`src/verilog/imt_consts.vh`:
```
`ifndef IMT_CONSTS_VH
`define IMT_CONSTS_VH

// ****************************************************************
// Clock and bus timing
// ****************************************************************
// System clock rate in kHz
`define IMT_SYS_CLK_KHZ 10000
// One quarter of an SCL period in ns (100 kHz bus)
`define IMT_QUARTER_NS 2500

// ****************************************************************
// Byte layout
// ****************************************************************
// Index of the first bit on the wire (MSB first)
`define IMT_MSB 7
// Last value of the bit counter
`define IMT_BIT_LAST 3'h7
// Fixed upper five bits of a first 10-bit address byte
`define IMT_TEN_PREFIX 5'h1e
// Quarter phases inside one SCL bit
`define IMT_Q_RISE 2'h2
`define IMT_Q_LAST 2'h3
`define IMT_Q_FIRST 2'h0
`define IMT_Q_IDLE_START 2'h1

// ****************************************************************
// Reset values
// ****************************************************************
`define IMT_RST_BYTE 8'h00
`define IMT_RST_TX_EMPTY 1'b1

`endif

```
`src/verilog/imt_i2c_master.v`:
```
`timescale 1ns/1ps
`include "imt_consts.vh"

// How it works
// 10-bit first byte is 11110, two MSBs, direction
// Software loads first 10-bit byte with write bit
// Software sets enable, then transmit interrupt enable
// Interrupt while enabled and buffer empty
// Start condition, then buffer copied to shifter
// Transmit interrupt after first address bit
// Sample SDA in ack slot; low sets ack
// High ack slot sets nack flag, clears ack
// Software abandons nacked write with stop, flush
// Stop after nack clears stop and nack flag
// Second address byte loaded from buffer after ack
// Transmit interrupt after first bit of data
// Software sets stop or start during last byte
// No nack flag when stop/start already pending
// Pending stop or restart issued, bit cleared
// Software loads 7-bit address with read bit
// Software sets nack request for single read
// Received byte answered by nack request bit
// Complete received byte sets receive-full flag
// Buffer read clears receive-full flag
// Refused final byte raises nack flag
// Software stops after unacknowledged read address
// Shifter hidden; only buffer faces software
// Flush discards pending byte, empty flag set
// Master makes SCL, MSB first on SDA
module imt_i2c_master #(
    parameter QUARTER_NS = `IMT_QUARTER_NS
) (
    input wire sys_clk,
    input wire rstn,
    input wire controller_enable,
    input wire transmit_irq_enable,
    input wire start_set,
    input wire stop_set,
    input wire flush_set,
    input wire nak_set,
    input wire data_wr,
    input wire [7:0] data_in,
    input wire data_rd,
    output reg [7:0] data_out,
    output reg tx_buffer_empty,
    output reg rx_buffer_full,
    output reg ack_flag,
    output reg nack_irq_flag,
    output reg ten_bit_flag,
    output reg read_flag,
    output reg start_pending,
    output reg stop_pending,
    output reg nak_pending,
    output reg irq,
    input wire sda_i,
    output reg sda_o,
    output reg sda_oe_n,
    output reg scl_o,
    output reg scl_oe_n
);

    // ****************************************************************
    // Constants and states
    // ****************************************************************
    // Cycles per quarter bit, rounded down so the bus never runs slow past spec
    localparam integer QUARTER_CYC = (QUARTER_NS * `IMT_SYS_CLK_KHZ) / 1000000;
    localparam integer QC = (QUARTER_CYC < 1) ? 1 : QUARTER_CYC;
    localparam integer QC_LAST = QC - 1;
    localparam [15:0] QUARTER_MAX = QC_LAST[15:0];
    localparam [2:0] S_IDLE = 3'h0;
    localparam [2:0] S_START = 3'h1;
    localparam [2:0] S_TX = 3'h2;
    localparam [2:0] S_ACK = 3'h3;
    localparam [2:0] S_RX = 3'h4;
    localparam [2:0] S_MACK = 3'h5;
    localparam [2:0] S_WAIT = 3'h6;
    localparam [2:0] S_STOP = 3'h7;

    reg [2:0] state; // Sequencer state
    reg [15:0] qcnt; // Cycle count inside a quarter
    reg [1:0] q; // Quarter inside the current bit
    reg [2:0] bitcnt; // Bits done in the current byte
    reg [7:0] shifter; // Internal shift register, never seen by software
    reg [7:0] data_buf; // Data buffer shared by both directions
    reg addr_byte; // Byte on the wire is an address byte
    reg second_addr; // Next byte is the second 10-bit address byte
    reg refused; // Last received byte was refused
    reg sda_meta; // Synchroniser first stage
    reg sda_sync; // Synchronised SDA
    reg next_scl_rel; // Wanted SCL release
    reg next_sda_rel; // Wanted SDA release
    reg sda_rel_d; // SDA release held back one cycle behind SCL

    wire tick = (qcnt == QUARTER_MAX); // End of a quarter
    wire bit_end = tick && (q == `IMT_Q_LAST); // End of an SCL bit
    wire sample = tick && (q == `IMT_Q_RISE); // Middle of SCL high

    // ****************************************************************
    // SDA input synchroniser
    // ****************************************************************
    // Two stages before any logic looks at the pin
    always @(posedge sys_clk or negedge rstn)
    begin
        if (!rstn)
        begin
            sda_meta <= 1'b1;
            sda_sync <= 1'b1;
        end
        else
        begin
            sda_meta <= sda_i;
            sda_sync <= sda_meta;
        end
    end

    // ****************************************************************
    // Pin levels per state and quarter
    // ****************************************************************
    // SCL low in the first half of each bit, released in the second half
    always @*
    begin
        next_scl_rel = 1'b1;
        next_sda_rel = 1'b1;
        case (state)
            S_IDLE:
            begin
                next_scl_rel = 1'b1;
                next_sda_rel = 1'b1;
            end
            S_START:
            begin
                // Release, pull SDA under high SCL, then pull SCL
                next_scl_rel = (q == 2'h1) || (q == `IMT_Q_RISE);
                next_sda_rel = (q == `IMT_Q_FIRST) || (q == 2'h1);
            end
            S_TX:
            begin
                next_scl_rel = q[1];
                next_sda_rel = shifter[`IMT_MSB];
            end
            S_ACK, S_RX:
            begin
                next_scl_rel = q[1];
                next_sda_rel = 1'b1;
            end
            S_MACK:
            begin
                next_scl_rel = q[1];
                next_sda_rel = refused;
            end
            S_WAIT:
            begin
                // Hold the clock low while software catches up
                next_scl_rel = 1'b0;
                next_sda_rel = 1'b1;
            end
            S_STOP:
            begin
                // SDA rises while SCL is high
                next_scl_rel = (q != `IMT_Q_FIRST);
                next_sda_rel = q[1];
            end
            default:
            begin
                next_scl_rel = 1'b1;
                next_sda_rel = 1'b1;
            end
        endcase
    end

    // ****************************************************************
    // Pin registers
    // ****************************************************************
    // Open drain: the enable is low only when pulling the line low
    always @(posedge sys_clk or negedge rstn)
    begin
        if (!rstn)
        begin
            scl_oe_n <= 1'b1;
            sda_rel_d <= 1'b1;
            sda_oe_n <= 1'b1;
            scl_o <= 1'b0;
            sda_o <= 1'b0;
        end
        else
        begin
            scl_oe_n <= next_scl_rel;
            // SDA moves a cycle after SCL, so it never changes on an SCL fall
            sda_rel_d <= next_sda_rel;
            sda_oe_n <= sda_rel_d;
            scl_o <= 1'b0;
            sda_o <= 1'b0;
        end
    end

    // ****************************************************************
    // Sequencer, buffer and flags
    // ****************************************************************
    // Hardware clears come first so a software set in the same cycle wins
    always @(posedge sys_clk or negedge rstn)
    begin
        if (!rstn)
        begin
            state <= S_IDLE;
            qcnt <= 16'h0000;
            q <= `IMT_Q_FIRST;
            bitcnt <= 3'h0;
            shifter <= `IMT_RST_BYTE;
            data_buf <= `IMT_RST_BYTE;
            data_out <= `IMT_RST_BYTE;
            addr_byte <= 1'b0;
            second_addr <= 1'b0;
            refused <= 1'b0;
            tx_buffer_empty <= `IMT_RST_TX_EMPTY;
            rx_buffer_full <= 1'b0;
            ack_flag <= 1'b0;
            nack_irq_flag <= 1'b0;
            ten_bit_flag <= 1'b0;
            read_flag <= 1'b0;
            start_pending <= 1'b0;
            stop_pending <= 1'b0;
            nak_pending <= 1'b0;
            irq <= 1'b0;
        end
        else
        begin
            qcnt <= (tick || state == S_IDLE) ? 16'h0000 : qcnt + 16'h0001;
            if (tick)
                q <= q + 2'h1;
            // Software side of the buffer
            if (data_rd)
                rx_buffer_full <= 1'b0;
            case (state)
                S_IDLE:
                begin
                    q <= `IMT_Q_IDLE_START;
                    if (controller_enable && start_pending)
                        state <= S_START;
                end
                S_START:
                begin
                    if (bit_end)
                    begin
                        // Start done: take the address byte from the buffer
                        shifter <= data_buf;
                        start_pending <= 1'b0;
                        addr_byte <= 1'b1;
                        refused <= 1'b0;
                        read_flag <= data_buf[0];
                        // First byte with the fixed prefix: 10-bit target; with the write bit a second address byte follows
                        ten_bit_flag <= (data_buf[7:3] == `IMT_TEN_PREFIX);
                        second_addr <= (data_buf[7:3] == `IMT_TEN_PREFIX) && !data_buf[0];
                        bitcnt <= 3'h0;
                        state <= S_TX;
                    end
                end
                S_TX:
                begin
                    if (bit_end)
                    begin
                        shifter <= {shifter[6:0], 1'b0};
                        bitcnt <= bitcnt + 3'h1;
                        // Buffer freed once the first bit is on the wire
                        if (bitcnt == 3'h0)
                            tx_buffer_empty <= 1'b1;
                        if (bitcnt == `IMT_BIT_LAST)
                            state <= S_ACK;
                    end
                end
                S_ACK:
                begin
                    if (sample)
                    begin
                        ack_flag <= !sda_sync;
                        // Pending stop or start masks the nack event
                        if (sda_sync && !stop_pending && !start_pending)
                            nack_irq_flag <= 1'b1;
                    end
                    if (bit_end)
                    begin
                        addr_byte <= second_addr;
                        second_addr <= 1'b0;
                        bitcnt <= 3'h0;
                        if (stop_pending)
                            state <= S_STOP;
                        else if (start_pending)
                            state <= S_START;
                        else if (!ack_flag)
                            state <= S_WAIT;
                        else if (read_flag && addr_byte && !second_addr)
                            state <= S_RX;
                        else if (!tx_buffer_empty)
                        begin
                            // Second address byte or next data byte
                            shifter <= data_buf;
                            state <= S_TX;
                        end
                        else
                            state <= S_WAIT;
                    end
                end
                S_RX:
                begin
                    if (sample)
                        shifter <= {shifter[6:0], sda_sync};
                    if (bit_end)
                    begin
                        bitcnt <= bitcnt + 3'h1;
                        if (bitcnt == `IMT_BIT_LAST)
                        begin
                            data_buf <= shifter;
                            data_out <= shifter;
                            rx_buffer_full <= 1'b1;
                            // Answer frozen here; a later nak request is for the next byte
                            refused <= nak_pending;
                            state <= S_MACK;
                        end
                    end
                end
                S_MACK:
                begin
                    if (bit_end)
                    begin
                        bitcnt <= 3'h0;
                        if (refused)
                        begin
                            nack_irq_flag <= 1'b1;
                            nak_pending <= 1'b0;
                        end
                        state <= S_WAIT;
                    end
                end
                S_WAIT:
                begin
                    q <= `IMT_Q_FIRST;
                    if (stop_pending)
                        state <= S_STOP;
                    else if (start_pending)
                        state <= S_START;
                    else if (read_flag && !refused && !rx_buffer_full && !nack_irq_flag)
                        state <= S_RX;
                    else if (!read_flag && !nack_irq_flag && !tx_buffer_empty)
                    begin
                        shifter <= data_buf;
                        state <= S_TX;
                    end
                end
                S_STOP:
                begin
                    if (bit_end)
                    begin
                        stop_pending <= 1'b0;
                        nack_irq_flag <= 1'b0;
                        state <= S_IDLE;
                    end
                end
                default:
                    state <= S_IDLE;
            endcase
            // Disabling the controller drops any transfer at once
            if (!controller_enable)
                state <= S_IDLE;
            // Software sets last, so they win over hardware clears
            if (flush_set)
                tx_buffer_empty <= 1'b1;
            if (data_wr)
            begin
                data_buf <= data_in;
                data_out <= data_in;
                tx_buffer_empty <= 1'b0;
            end
            if (start_set)
                start_pending <= 1'b1;
            if (stop_set)
                stop_pending <= 1'b1;
            if (nak_set)
                nak_pending <= 1'b1;
            // One interrupt for empty, full and nack events
            irq <= controller_enable && ((transmit_irq_enable && tx_buffer_empty) ||
                   rx_buffer_full || nack_irq_flag);
        end
    end

endmodule // imt_i2c_master

```
`config.mk`:
```
export PLATFORM = sky130hd
export DESIGN_NAME = imt_i2c_master
export DESIGN_NICKNAME = d
export VERILOG_FILES = /design/src/verilog/imt_i2c_master.v
export VERILOG_INCLUDE_DIRS = /design/src /design/src/verilog
export SDC_FILE = /design/constraint.sdc
export NUM_CORES = 1
export LEC_CHECK = 0
export BUFFER_PORTS_ARGS = -buffer_cell sky130_fd_sc_hd__buf_2
export CORE_MARGIN = 2
export CORE_UTILIZATION = 40
export DETAILED_ROUTE_END_ITERATION = 16
export PLACE_DENSITY_LB_ADDON = 0.15
export SETUP_SLACK_MARGIN = 0.2
export SYNTH_ARGS = -nofsm -noshare
export SYNTH_HDL_FRONTEND = slang
export SYNTH_SLANG_ARGS = --single-unit
```
`constraint.sdc`:
```
create_clock -name sys_clk -period 2.9 [get_ports sys_clk]
set_clock_uncertainty 0.05 [all_clocks]
set_input_delay 0.87 -clock sys_clk [delete_from_list [all_inputs] [get_ports sys_clk]]
set_output_delay 0.87 -clock sys_clk [all_outputs]
set_load 0.01 [all_outputs]
```
# [Yosys cells after proc, flatten, opt, wreduce, memory -nomap -nowiden]
# Cells that the tools add are included.
[totals] register_bits=58 input_bits=19 output_inout_bits=22 word_cells=218
[classes] n_addsub=3 n_eq_ne=45 mux=76 reduce_logical=70
[ops] op="two-way mux 8 bit" count=17
[ops] op="two-way mux 3 bit" count=20
[ops] op="!= test 2 bit (second input constant)" count=20
[ops] op="case mux 8 bit (5 select lines)" count=1
[ops] op="nonzero test 2 bit" count=14
[ops] op="two-way mux 1 bit" count=27
[ops] op="!= test 3 bit (second input constant)" count=8
[ops] op="case mux 3 bit (8 select lines)" count=1
[ops] op="adder 16 x 1 -> 16 bit (second input constant)" count=1
[ops] op="== test 16 x 5 -> 1 bit (second input constant)" count=1
[ops] op="two-way mux 16 bit" count=1
[ops] op="== test 3 bit (second input constant)" count=5
[ops] op="logical AND 1 bit" count=15
[ops] op="AND reduction 3 bit" count=5
[ops] op="nonzero test 3 bit" count=5
[ops] op="AND reduction 14 bit" count=1
[ops] op="zero test 1 bit" count=10
[ops] op="case mux 1 bit (5 select lines)" count=2
[ops] op="AND reduction 10 bit" count=1
[ops] op="AND reduction 2 bit" count=4
[ops] op="OR reduction 4 bit" count=2
[ops] op="== test 3 x 2 -> 1 bit (second input constant)" count=2
[ops] op="zero test 3 bit" count=2
[ops] op="!= test 6 bit (second input constant)" count=1
[ops] op="other kinds (20)" count=28

# [Longest topological paths before layout]
[depth] word_depth=9 mapped_depth=9 depth_no_buf=8

# [Least setup slack after synthesis]
# Ideal clock, no wire load.
[synth_path] kind="flip-flop to flip-flop" from="register qcnt[13]" to="register shifter[0]" setup_ns=0.125 arrival_time_ns=2.362 required_time_ns=2.725 setup_slack_ns=0.362 stages_incl_launch_ff=8 n_path_buf=1 synth_period_minus_slack_ns=2.538 path_cell_list="dfrtp_1 -> or4_4 -> nor4_4 -> a31oi_1 -> a31oi_4 -> and2_4 -> buf_8 -> mux2_4"
[synth_between] elab_chain_len=4 elab_cells_between_ends=8 cone_classes="eq/ne (5); reduce/logical (3)"
[synth_rtl] element="from (decl)" line="imt_i2c_master.v:80" source="reg [15:0] qcnt;"
[synth_rtl] element="from (signal assigned)" line="imt_i2c_master.v:227" source="qcnt <= (tick || state == S_IDLE) ? 16'h0000 : qcnt + 16'h0001;"
[synth_rtl] element="== test 16 x 5 -> 1 bit (*)" line="imt_i2c_master.v:94" source="wire tick = (qcnt == QUARTER_MAX);"
[synth_rtl] element="logical AND 1 bit (on tied branches)" line="imt_i2c_master.v:96, imt_i2c_master.v:95"
[synth_rtl] element="!= test 2 bit (no line)"
[synth_rtl] element="AND reduction 14 bit (no line) (*)"
[synth_rtl] element="to (signal assigned)" line="imt_i2c_master.v:208" source="shifter <= `IMT_RST_BYTE;"
[synth_rtl] element="to (signal assigned)" line="imt_i2c_master.v:245" source="shifter <= data_buf;"
[synth_rtl] element="to (signal assigned)" line="imt_i2c_master.v:261" source="shifter <= {shifter[6:0], 1'b0};"
[synth_rtl] element="to (decl)" line="imt_i2c_master.v:83" source="reg [7:0] shifter;"
# Every way passes the cells marked *; elsewhere a longest branch is shown, timed or not.
# A chain may end at the register's enable or synchronous reset.

# [Final worst setup path]
[layout_path] from="register qcnt[0]" to="register shifter[0]"
# Same word-level chain as after synthesis.

==> results.cfg <==
[floorplanning]
core_region_area_mm2 = 0.007767
die_width_um = 93.66
dieArea_mm2 = 0.008772
fp-row-count = 32
start_util_pct = 41.40
io-pin-count = 41
die_y_um = 93.66

[finish]
nets = 416
utilization_pct = 48.39
diodes = 0
drive_above_1_share_pct = 22.14
stdcell_count = 495
area_growth_pct = 16.89
fin_area_mm2 = 0.003759

[power_and_ir_drop]
p_leak_nw = 1.620
seq_power_share_pct = 40.7
total_power_mw = 2.594
power.density_mw_per_mm2 = 690.1
internal_power_mw = 1.673
power_frac_comb_pct = 30.0
vdd_ir_drop_max_mv = 0.2640
power_switching_share_pct = 35.48
power_frac_clock_pct = 29.3
switchingPower_uw = 920.3

[worst_hold_path]
hp-start = sda_rel_d
hold_path_class = reg2reg

[grt]
grt_max_degree = 33
gr-total-overflow = 0
track_usage_pct = 18.97
antenna_found_initial = 0
grt_pass1_wl_um = 12790
grt_pass1_vias = 2547

[detailed_routing]
wl_per_cell_um = 15.47
routed_wl_um = 7659
drt_iter0_drc = 123
first_pass_iters = 4
ant_nets = 0
drc = 0
vias = 2679
vias_per_cell = 5.412

[worst_setup_path]
crit_path_top_delay_cell = or4b_1
cp_top_family = simple AND/OR/NAND/NOR gates
crit_chain = inv_1 -> ha_1 -> or4b_1 -> nor4_4 -> a31oi_1 -> a31oi_4 -> and2_4 -> mux2_4
path_class = reg2reg
critPathArrivalTime_ns = 2.69
critPathLaunch = qcnt[0]
worstPathMaxFanout = 8
worst_setup_path_start_kind = flip-flop
reg2reg_from = qcnt[0]
critPathCaptureType = flip-flop
path_buf_inv = 1
required_ns = 3.07
slowest_delay_ns = 0.48

[synth]
syn-instance-count = 340
synth-seq-area-share_pct = 45.37
synth_most_common_cell = dfrtp_1
synth_top_cell_by_area = dfrtp_1
synthTopCellsByCount = 52 x dfrtp_1, 37 x nor2_1, 32 x a21oi_1
syn_area_per_cell_um2 = 9.458
yosysWarningCount = 0
synthArstFlopShare_pct = 100.0
yosysUniqueCellTypes = 60
synth_area_leaders = dfrtp_1 40%, a21oi_1 5.0%, mux2i_1 5.0%, dfstp_2 4.9%, nor2_1 4.3%
synth_ff_type = dfrtp_1
synth_top_cell_area_share_pct = 40.47
synth_area_mm2 = 0.003216
ys_ff_latch = 58
synth_edf_count = 0

[cts]
numCtsBuffers = 9
clockRootBuffer = clkbuf_8
hold_buffers = 0
clock_latency_ns = 0.34
htreeDepth = 3
path_clk_slew_ns = 0.06
cts_tree = yes
clockBufferDepth = 2
clock-sinks = 58

[sta]
slew_headroom_pct = 55.22
tightest_slew_ns = 0.6713
drv_slew = 0
rsz0062_at_grt = false
tns_ns = 0
fmax_mhz = 397.6
fin_crit_sh_pct = 86.74
fin_crit_ns = 2.515
hold_viol_final = 0
setup_violations = 0

[run_status]
status = finished, final reports clean

[place]
hpwl_um = 5541
placedCellCount = 477
place_congestion = 0.8472
place_area_mm2 = 0.003545
io_buffers = 38

[run]
max-cap-violations = 0
[area by class of cell]
cell class                 instances  area [um^2]
fill                             788         4009
sequential                        58         1459
tap                              102        127.6
timing repair buffer              52        295.3
multi-input combinational        256         1637
clock inverter                     3        40.04
clock buffer                      13        158.9
inverter                          11        41.29
[worst register-to-register path, stage by stage, from the launching register on]
cell and delay, ns:
dfrtp_1 0.40, inv_1 0.07, ha_1 0.15, or4b_1 0.48, nor4_4 0.39, a31oi_1 0.18, a31oi_4 0.17, and2_4 0.22
mux2_4 0.30
[sequential cells by signal, summed over array words and instances (netlist names), 2 cells and up]
signal / count
shifter: 8
q: 2
data_buf: 8
state: 3
bitcnt: 3
qcnt: 16
[through the flow]
stage          hold slack [ns]  setup WS (ns)
4_1_cts                 0.3057         0.3507
5_1_grt                 0.3055         0.2052
3_5_place_dp            0.2978         0.3612
3_3_place_gp            0.2964         0.4077
6_report                0.3058         0.3847
2_1_floorplan           0.2952         0.3624
[routing by layer]
| layer | track usage (%) | wire length [um] | vias to the layer above |
|---|---|---|---|
| met5 | 0 | 0 | - |
| met4 | 7.850 | 128 | 0 |
| met2 | 28.12 | 3348 | 68 |
| li1 | - | - | 1311 |
| met3 | 3.531 | 413 | 9 |
| met1 | 27.30 | 3768 | 1291 |
[cells by family (layout without fill, tap and decap cells)]
family / count (synthesis) / after routing / share of synthesized area (%)
buf+inv: 27 / 79 / 3.852
compound gates: 78 / 78 / 14.79
flops: 58 / 58 / 45.37
xor+xnor: 16 / 16 / 4.358
simple gates: 132 / 132 / 21.87
mux: 19 / 19 / 6.148
other cells: 1 / 2 / 0.1166
fa+ha+maj: 9 / 9 / 3.502
[path summary, 6_finish.rpt]
check / end / slack, ns / depth (start not counted)
worst max-delay path: shifter[0] / 0.38 / 8
worst min-delay path: sda_oe_n / 0.31 / 0
worst max register to register: shifter[0] / 0.38 / 8
worst min register to register: sda_oe_n / 0.31 / 0
max in group asynchronous: scl_oe_n / 1.61 / 2
min in group asynchronous: refused / 0.48 / 1
[power by group through the flow]
stage          Combinational, mW  Clock, mW  Sequential (mW)
3_5_place_dp               0.776          0             1.07
6_report                   0.777      0.760             1.06
4_1_cts                    0.778      0.780             1.06
3_3_place_gp               0.774          0             1.07
2_1_floorplan              0.588          0             1.03
5_1_grt                    0.871      0.814             1.08
[cell usage in the layout, fill, tap and decap left out, types with 3 or more instances in the layout]
master,n
buf_2,38
a21oi_1,32
clkbuf_8,11
o31ai_1,3
nand2_1,30
xnor2_1,5
mux2i_1,16
nor4_1,4
or3_1,4
nand2b_1,3
xor2_1,11
buf_4,14
nand4_1,11
dfrtp_1,52
a31oi_1,3
nor2b_1,5
dfstp_2,6
nand3_1,9
nor2_1,37
o21ai_0,20
a21o_1,3
inv_1,11
nor3_1,6
o22ai_1,3
ha_1,9
[repair_timing]
action / in CTS / in global routing
endpoints found under the hold margin: 0 / 0
resized for setup: 0 / 0
setup endpoints to repair: 0 / 1
setup buffers: 0 / 2
(Power assumes the default switching activity.)
